### src/verilog/sac_regs.svh
`ifndef SAC_REGS_SVH
`define SAC_REGS_SVH
// Register indices; byte address is four times the index
`define SAC_IDX_CSR    10'h070
`define SAC_IDX_HI     10'h071
`define SAC_IDX_LO     10'h072
// Control/status fields
`define SAC_CSR_EOC    7
`define SAC_CSR_SPEED  6
`define SAC_CSR_ON     5
`define SAC_CHAN_MSB   3
`define SAC_CHAN_LSB   0
`define SAC_CSR_RST    8'h00
`define SAC_RES_RST    10'h000
// Converter clock tick: last divider count for /4 and /2
`define SAC_DIV4_LAST  2'h3
`define SAC_DIV2_LAST  2'h1
// First and last approximation bit
`define SAC_BIT_FIRST  4'h9
`define SAC_BIT_LAST   4'h0
`endif

### src/verilog/sac_pkg.sv
package sac_pkg;
  typedef enum logic [1:0] {
    SAC_IDLE   = 2'b00,
    SAC_SAMPLE = 2'b01,
    SAC_STEP   = 2'b10
  } sac_state_e;

  // Drive toward the analog multiplexer and comparator
  typedef struct packed {
    logic       enable;
    logic [3:0] channel;
    logic       sample;
    logic [9:0] trial;
  } sac_ana_s;
endpackage

### src/verilog/sac_converter.sv
// Contract
// Ten-bit successive approximation result, held readable
// Four-bit field selects one of sixteen inputs
// Above high reference reads FFh and 03h
// Below low reference reads zero
// Converter-on starts continuous conversion
// Each completion loads result, sets flag
// High byte read or status write clears flag
// Software reads both bytes before next completion
// Software polls, reads low then high
// Software may read high byte only
// Channel change aborts, clears flag, restarts
// Clearing converter-on stops conversion
// Clock select: 0 divides four, 1 two
// Wait mode leaves converter running
// Halt disables converter; software awaits stabilization
// Software writes zero to bit four
// Flag bit read-only, others read/write; bit four reads zero and ignores writes
// Control/status resets to all zeros
// Software configures analog pins as inputs
// Channel code n selects input n
// High byte holds result bits nine..two
// Low byte holds bits one..zero, rest zero
// Ten steps per conversion, MSB first
// No interrupt; completion only by polled flag
`timescale 1ns/1ns
`include "sac_regs.svh"

module sac_converter (
  input  wire logic        ref_clk,
  input  wire logic        nrst,
  input  wire logic        psel,
  input  wire logic        penable,
  input  wire logic        pwrite,
  input  wire logic [11:0] paddr,
  input  wire logic [31:0] pwdata,
  output logic      [31:0] prdata,
  output logic             pready,
  output logic             pslverr,
  output sac_pkg::sac_ana_s ana_out,
  input  wire logic        comp_above,
  input  wire logic        halt_mode
);
  import sac_pkg::*;

  // Register state
  logic       eoc_r;
  logic       eoc_nxt;
  logic       speed_r;
  logic       speed_nxt;
  logic       on_r;
  logic       on_nxt;
  localparam logic [7:0] csr_rst_v = `SAC_CSR_RST;
  logic [3:0] chan_r;
  logic [3:0] chan_nxt;
  logic [9:0] res_r;
  logic [9:0] res_nxt;
  logic [31:0] prdata_r;
  logic [31:0] prdata_nxt;
  logic       err_r;
  logic       err_nxt;

  // Conversion state
  sac_state_e state_r;
  sac_state_e state_nxt;
  logic [1:0] div_r;
  logic [1:0] div_nxt;
  logic [9:0] sar_r;
  logic [9:0] sar_nxt;
  logic [3:0] bit_r;
  logic [3:0] bit_nxt;
  sac_ana_s   ana_r;
  sac_ana_s   ana_nxt;

  // Bus decode
  logic       access;
  logic       setup;
  logic       csr_wr;
  logic       hi_rd;
  logic       chan_change;
  logic [9:0] idx;
  logic       run;
  logic       abort;
  logic       tick;
  logic       conv_done;
  logic [1:0] div_last;

  assign idx       = paddr[11:2];
  assign access    = psel & penable;
  assign setup     = psel & ~penable;
  assign csr_wr    = access & pwrite & (idx == `SAC_IDX_CSR);
  assign hi_rd     = access & ~pwrite & (idx == `SAC_IDX_HI);
  assign chan_change = csr_wr & (pwdata[`SAC_CHAN_MSB:`SAC_CHAN_LSB] != chan_r);

  // Only halt and the converter-on bit gate the converter; wait mode has no effect here
  assign run   = on_r & ~halt_mode;
  assign abort = ~run | chan_change;

  assign div_last = speed_r ? `SAC_DIV2_LAST : `SAC_DIV4_LAST;
  assign tick     = (div_r == div_last);

  assign conv_done = (state_r == SAC_STEP) & tick & ~abort & (bit_r == `SAC_BIT_LAST);

  // Zero wait state: read data was captured during the setup cycle
  assign pready  = access;
  assign pslverr = access & err_r;
  assign prdata  = prdata_r;
  assign ana_out = ana_r;

  // Register file next state
  always_comb begin
    speed_nxt  = speed_r;
    on_nxt     = on_r;
    chan_nxt   = chan_r;
    res_nxt    = res_r;
    eoc_nxt    = eoc_r;
    prdata_nxt = prdata_r;
    err_nxt    = err_r;
    // Flag bit and bit four ignore writes; other bits store
    if (csr_wr) begin
      speed_nxt = pwdata[`SAC_CSR_SPEED];
      on_nxt    = pwdata[`SAC_CSR_ON];
      chan_nxt  = pwdata[`SAC_CHAN_MSB:`SAC_CHAN_LSB];
    end
    // Results are not held back; each completion overwrites them
    if (conv_done) begin
      res_nxt = {sar_r[9:1], comp_above};
    end
    // Completion wins over a clear in the same cycle
    // The polled flag is the only completion signal
    if (conv_done) begin
      eoc_nxt = 1'b1;
    end else if (csr_wr | hi_rd) begin
      eoc_nxt = 1'b0;
    end
    if (setup) begin
      err_nxt = 1'b0;
      case (idx)
        `SAC_IDX_CSR: begin
          prdata_nxt = {24'h000000, eoc_r, speed_r, on_r, 1'b0, chan_r};
        end
        `SAC_IDX_HI: begin
          prdata_nxt = {24'h000000, res_r[9:2]};
        end
        `SAC_IDX_LO: begin
          prdata_nxt = {30'h00000000, res_r[1:0]};
        end
        default: begin
          prdata_nxt = 32'h00000000;
          err_nxt    = 1'b1;
        end
      endcase
    end
  end

  always_ff @(posedge ref_clk) begin
    if (!nrst) begin
      eoc_r    <= csr_rst_v[`SAC_CSR_EOC];
      speed_r  <= csr_rst_v[`SAC_CSR_SPEED];
      on_r     <= csr_rst_v[`SAC_CSR_ON];
      chan_r   <= csr_rst_v[`SAC_CHAN_MSB:`SAC_CHAN_LSB];
      res_r    <= `SAC_RES_RST;
      prdata_r <= 32'h00000000;
      err_r    <= 1'b0;
    end else begin
      eoc_r    <= eoc_nxt;
      speed_r  <= speed_nxt;
      on_r     <= on_nxt;
      chan_r   <= chan_nxt;
      res_r    <= res_nxt;
      prdata_r <= prdata_nxt;
      err_r    <= err_nxt;
    end
  end

  // Conversion sequencer next state
  always_comb begin
    state_nxt = state_r;
    sar_nxt   = sar_r;
    bit_nxt   = bit_r;
    div_nxt   = (abort | tick) ? 2'h0 : div_r + 2'h1;
    if (!run) begin
      state_nxt = SAC_IDLE;
      sar_nxt   = 10'h000;
      bit_nxt   = `SAC_BIT_FIRST;
    end else if (chan_change) begin
      state_nxt = SAC_SAMPLE;
      sar_nxt   = 10'h000;
      bit_nxt   = `SAC_BIT_FIRST;
    end else begin
      case (state_r)
        SAC_IDLE: begin
          state_nxt = SAC_SAMPLE;
        end
        SAC_SAMPLE: begin
          if (tick) begin
            state_nxt = SAC_STEP;
            sar_nxt   = 10'h000;
            bit_nxt   = `SAC_BIT_FIRST;
          end
        end
        SAC_STEP: begin
          if (tick) begin
            // A comparator stuck high or low saturates the code
            sar_nxt[bit_r] = comp_above;
            if (bit_r == `SAC_BIT_LAST) begin
              state_nxt = SAC_SAMPLE;
            end else begin
              bit_nxt = bit_r - 4'h1;
            end
          end
        end
        default: begin
          state_nxt = SAC_IDLE;
        end
      endcase
    end
    ana_nxt.enable  = run;
    ana_nxt.channel = chan_nxt;
    ana_nxt.sample  = (state_nxt == SAC_SAMPLE);
    ana_nxt.trial   = (state_nxt == SAC_STEP) ? (sar_nxt | (10'h001 << bit_nxt)) : sar_nxt;
  end

  always_ff @(posedge ref_clk) begin
    if (!nrst) begin
      state_r <= SAC_IDLE;
      div_r   <= 2'h0;
      sar_r   <= 10'h000;
      bit_r   <= `SAC_BIT_FIRST;
      ana_r   <= '0;
    end else begin
      state_r <= state_nxt;
      div_r   <= div_nxt;
      sar_r   <= sar_nxt;
      bit_r   <= bit_nxt;
      ana_r   <= ana_nxt;
    end
  end
endmodule // sac_converter

### config.mk
export PLATFORM = sky130hd
export DESIGN_NAME = sac_converter
export DESIGN_NICKNAME = d
export VERILOG_FILES = /design/src/verilog/sac_pkg.sv /design/src/verilog/sac_converter.sv
export VERILOG_INCLUDE_DIRS = /design/src /design/src/verilog
export SDC_FILE = /design/constraint.sdc
export NUM_CORES = 1
export LEC_CHECK = 0
export ABC_AREA = 1
export CORE_MARGIN = 2
export CORE_UTILIZATION = 35
export CTS_BUF_LIST = sky130_fd_sc_hd__clkbuf_8
export DETAILED_ROUTE_END_ITERATION = 8
export DONT_BUFFER_PORTS = 1
export GPL_ROUTABILITY_DRIVEN = 0
export PLACE_DENSITY_LB_ADDON = 0.12
export SLEW_MARGIN = 20
export SYNTH_ARGS = -nofsm -noshare
export SYNTH_HDL_FRONTEND = slang
export SYNTH_SLANG_ARGS = --single-unit
### constraint.sdc
create_clock -name ref_clk -period 4.25 [get_ports ref_clk]
set_clock_uncertainty 0.05 [all_clocks]
set_input_delay 0.85 -clock ref_clk [delete_from_list [all_inputs] [get_ports ref_clk]]
set_output_delay 0.85 -clock ref_clk [all_outputs]
set_load 0.03 [all_outputs]
==> impl_metrics.json <==
{
  "crit_path_leading_delay_family": "simple AND/OR/NAND/NOR gates",
  "detailedPlacementHpwl_mm": 5.52,
  "timing.critical_path.arrival_ns": 2.84,
  "report.final.slew_viol_count": 0,
  "cts-htree-levels": 2,
  "p_leak_nw": 1.34,
  "buffer_levels_on_the_longest_clock_path": 2,
  "routed_wl_per_cell_um": 13.2,
  "finish.net_count": 511,
  "number_of_drc_markers_after_the_initial_detailed_route_iteration": 115,
  "antenna_cells_inserted": 0,
  "count_of_non_filler_cells_in_the_finished_layout": 560,
  "cp_cell_sequence": "inv_1 > ha_1 > nand4_1 > nand2_1 > nand2_1 > a21oi_2 > nand3_2 > nor2_2 > nand2_1 > nand2_1",
  "gr-total-overflow": 0,
  "cpMaxStageDelayCell": "sky130_fd_sc_hd__ha_1",
  "post_route_cells_drive_above_1_share_pct": 8.41,
  "grt_first_pass_wirelength_mm": 12.5,
  "cts_tree": "yes",
  "antenna_found_initial": 0,
  "timing.fmax_ghz": 0.382,
  "final_common_cell": "sky130_fd_sc_hd__nand2_1",
  "place.port_buffers": 0,
  "synth_adder_area_share_pct": 3.62,
  "vias": 2626,
  "final.min_clock_period_ns": 2.62,
  "via_count_of_the_first_global_routing_pass": 2581,
  "portion_of_netlist_area_occupied_by_mux_cells_pct": 0,
  "outcome": "completed",
  "yosys_most_used_dff": "sky130_fd_sc_hd__dfxtp_1",
  "maxCapViolations": 0,
  "die_y_um": 98.3,
  "detail_route.vias_per_cell": 4.69,
  "async_flop_share_pct": 0,
  "cts_inserted_buffers": 5,
  "tritoncts_num_sinks": 56,
  "crit_required_ns": 4.47,
  "synth.avg_cell_area_sq_um": 6.87,
  "largest_family_of_logic_cells_by_synthesized_area": "simple AND/OR/NAND/NOR gates",
  "post_cts.repair.setup_buffers": 0,
  "layout-area-overhead-vs-synth_pct": 3.02,
  "post-route-period-util_pct": 61.6,
  "drt-pass1-iter-count": 4,
  "synthDistinctLibCells": 33,
  "vdd_drop_max_mv": 0.111,
  "post_synth_instance_area_sq_um": 3110,
  "routed_wirelength_mm": 7.38,
  "placement_rows": 34,
  "synthXorXnorAreaFrac_pct": 0.563,
  "cts.reportedPaths.clkPinSlew_ns": 0.11,
  "cts_root_buffer": "sky130_fd_sc_hd__clkbuf_8",
  "yosys-top-cells-area": "sky130_fd_sc_hd__dfxtp_1, sky130_fd_sc_hd__nand2_1, sky130_fd_sc_hd__inv_1",
  "cts_hold_buffers": 0,
  "seq_area_frac_synth_pct": 36.0,
  "syn_inst": 453,
  "setup_tns_ns": 0,
  "pin_count": 101,
  "cp.buffers_inverters": 1,
  "synth_top_cell_area_share_pct": 36.0,
  "ys_warn_count": 0,
  "max-slew-margin-rel_pct": 60.3,
  "n_fill_cell": 939,
  "cpPeakStageDelay_ns": 0.65,
  "timing.final.hold_violations": 0,
  "die_area_sq_um": 9660,
  "final_cell_mix": "sky130_fd_sc_hd__nand2_1, sky130_fd_sc_hd__inv_1, sky130_fd_sc_hd__dfxtp_1",
  "synth_area_in_compound_gates_pct": 12.1,
  "core_region_area_sq_um": 8680,
  "drc": 0,
  "maximum_number_of_pins_on_one_net_before_global_route_repair": 22,
  "cp-start-kind": "flip-flop",
  "post_cts_resized": 0,
  "global_route.usage.total_pct": 16.0,
  "hold_class": "reg2reg",
  "die_w_um": 98.3,
  "synth.ff_latch_count": 56,
  "synth-edff-count": 0,
  "clk-insertion-delay-late_ns": 0.32,
  "path_class": "reg2reg",
  "drtAntennaViolNets": 0,
  "report.final.setup_viol": 0,
  "worst-slew-pin-transition_ns": 0.593,
  "critPathMaxFanout": 16,
  "dp.cells": 552,
  "worst_setup_path_end_kind": "flip-flop",
  "grt_setup_unrepaired": "false",
  "power_per_cell_area_nw_per_um2": 279,
  "starting_density_pct": 35.8,
  "yosysTopAreaCell": "sky130_fd_sc_hd__dfxtp_1",
  "synth_simple_gate_area_share_pct": 32.6,
  "critPathMostFrequentCell": "sky130_fd_sc_hd__nand2_1"
}
Yosys cell counts, types with 2 or more instances:
master                     number
sky130_fd_sc_hd__clkinv_1       2
sky130_fd_sc_hd__o21ai_0       24
sky130_fd_sc_hd__dfxtp_1       56
sky130_fd_sc_hd__buf_4         25
sky130_fd_sc_hd__nand4_1        6
sky130_fd_sc_hd__o21ai_1        9
sky130_fd_sc_hd__xnor2_1        2
sky130_fd_sc_hd__ha_1           9
sky130_fd_sc_hd__nand3_1       19
sky130_fd_sc_hd__nand2_1      122
sky130_fd_sc_hd__nor2_4         6
sky130_fd_sc_hd__nand3_2        2
sky130_fd_sc_hd__nand2_2       10
sky130_fd_sc_hd__inv_1         62
sky130_fd_sc_hd__buf_2          2
sky130_fd_sc_hd__o22ai_1        5
sky130_fd_sc_hd__nor2_2         8
sky130_fd_sc_hd__and3_1         2
sky130_fd_sc_hd__a21oi_1       24
sky130_fd_sc_hd__clkbuf_1       3
sky130_fd_sc_hd__nor2_1        39
sky130_fd_sc_hd__a211oi_1       5
metal layers:
layer  share of wire [%]  up-vias  GRT usage [%]
li1                    -     1369              -
met4                 1.3        0           4.21
met2                  43       80           25.1
met5                   0        -              0
met1                  50     1167           22.4
met3                 6.1       10           3.36
per-stage QoR:
step	power, mW	util [%]	worst slack, ns	instance area, sq um	hold slack, ns
2_1_floorplan	0.605	-	2.00	3200	0.375
4_1_cts	0.907	36.9	1.61	3200	0.410
3_3_place_gp	0.590	35.8	1.65	3110	0.388
6_report	0.896	36.9	1.63	3200	0.404
5_1_grt	0.930	36.9	1.43	3200	0.431
3_5_place_dp	0.590	35.8	1.66	3110	0.393
power by group:
group          switching [mW]  leakage, nW  internal [mW]
Combinational          0.0467        0.840        0.00661
Clock                   0.195       0.0463          0.122
Sequential           0.000172        0.451          0.525
worst paths after layout:
| kind | startpoint | to | slack, ns | depth (start not counted) |
|---|---|---|---|---|
| hold reg to reg | res_r[5]$_SDFFE_PN0P_ | res_r[5]$_SDFFE_PN0P_ | 0.40 | 2 |
| setup reg to reg | state_r[0]$_SDFF_PN0_ | ana_out[8]$_SDFF_PN0_ | 1.63 | 10 |
| hold / removal | res_r[5]$_SDFFE_PN0P_ | res_r[5]$_SDFFE_PN0P_ | 0.40 | 2 |
| setup / recovery | state_r[0]$_SDFF_PN0_ | ana_out[8]$_SDFF_PN0_ | 1.63 | 10 |
logic make-up after synthesis:
| group | count (synthesis) |
|---|---|
| AOI/OAI and AO/OA | 70 |
| DFF | 56 |
| buffers and inverters | 96 |
| and+or+nand+nor | 219 |
| other | 1 |
| adders and majority gates | 9 |
| xor gates and xnor gates | 2 |
registers in the layout, summed over array words and instances, names as in the netlist:
| signal | count |
|---|---|
| ana_out | 16 |
| bit_r | 4 |
| div_r | 2 |
| eoc_r | 1 |
| err_r | 1 |
| on_r | 1 |
| prdata | 8 |
| res_r | 10 |
| sar_r | 10 |
| speed_r | 1 |
| state_r | 2 |
area by class of cell:
type	instances	area [sq um]	share of cell area, %
clock inverters	3	27.5	0.859
well taps	108	135	4.22
clock buffers	5	68.8	2.15
inverters	64	240	7.50
flip-flops and latches	56	1120	35.0
multi-input cells	324	1610	50.3
worst register-to-register path, cell delays in order, from the launching register on:
cell,delay [ns]
sky130_fd_sc_hd__dfxtp_1,0.41
sky130_fd_sc_hd__inv_1,0.10
sky130_fd_sc_hd__ha_1,0.65
sky130_fd_sc_hd__nand4_1,0.33
sky130_fd_sc_hd__nand2_1,0.31
sky130_fd_sc_hd__nand2_1,0.13
sky130_fd_sc_hd__a21oi_2,0.18
sky130_fd_sc_hd__nand3_2,0.12
sky130_fd_sc_hd__nor2_2,0.13
sky130_fd_sc_hd__nand2_1,0.09
sky130_fd_sc_hd__nand2_1,0.08
(Power assumes the default switching activity.)
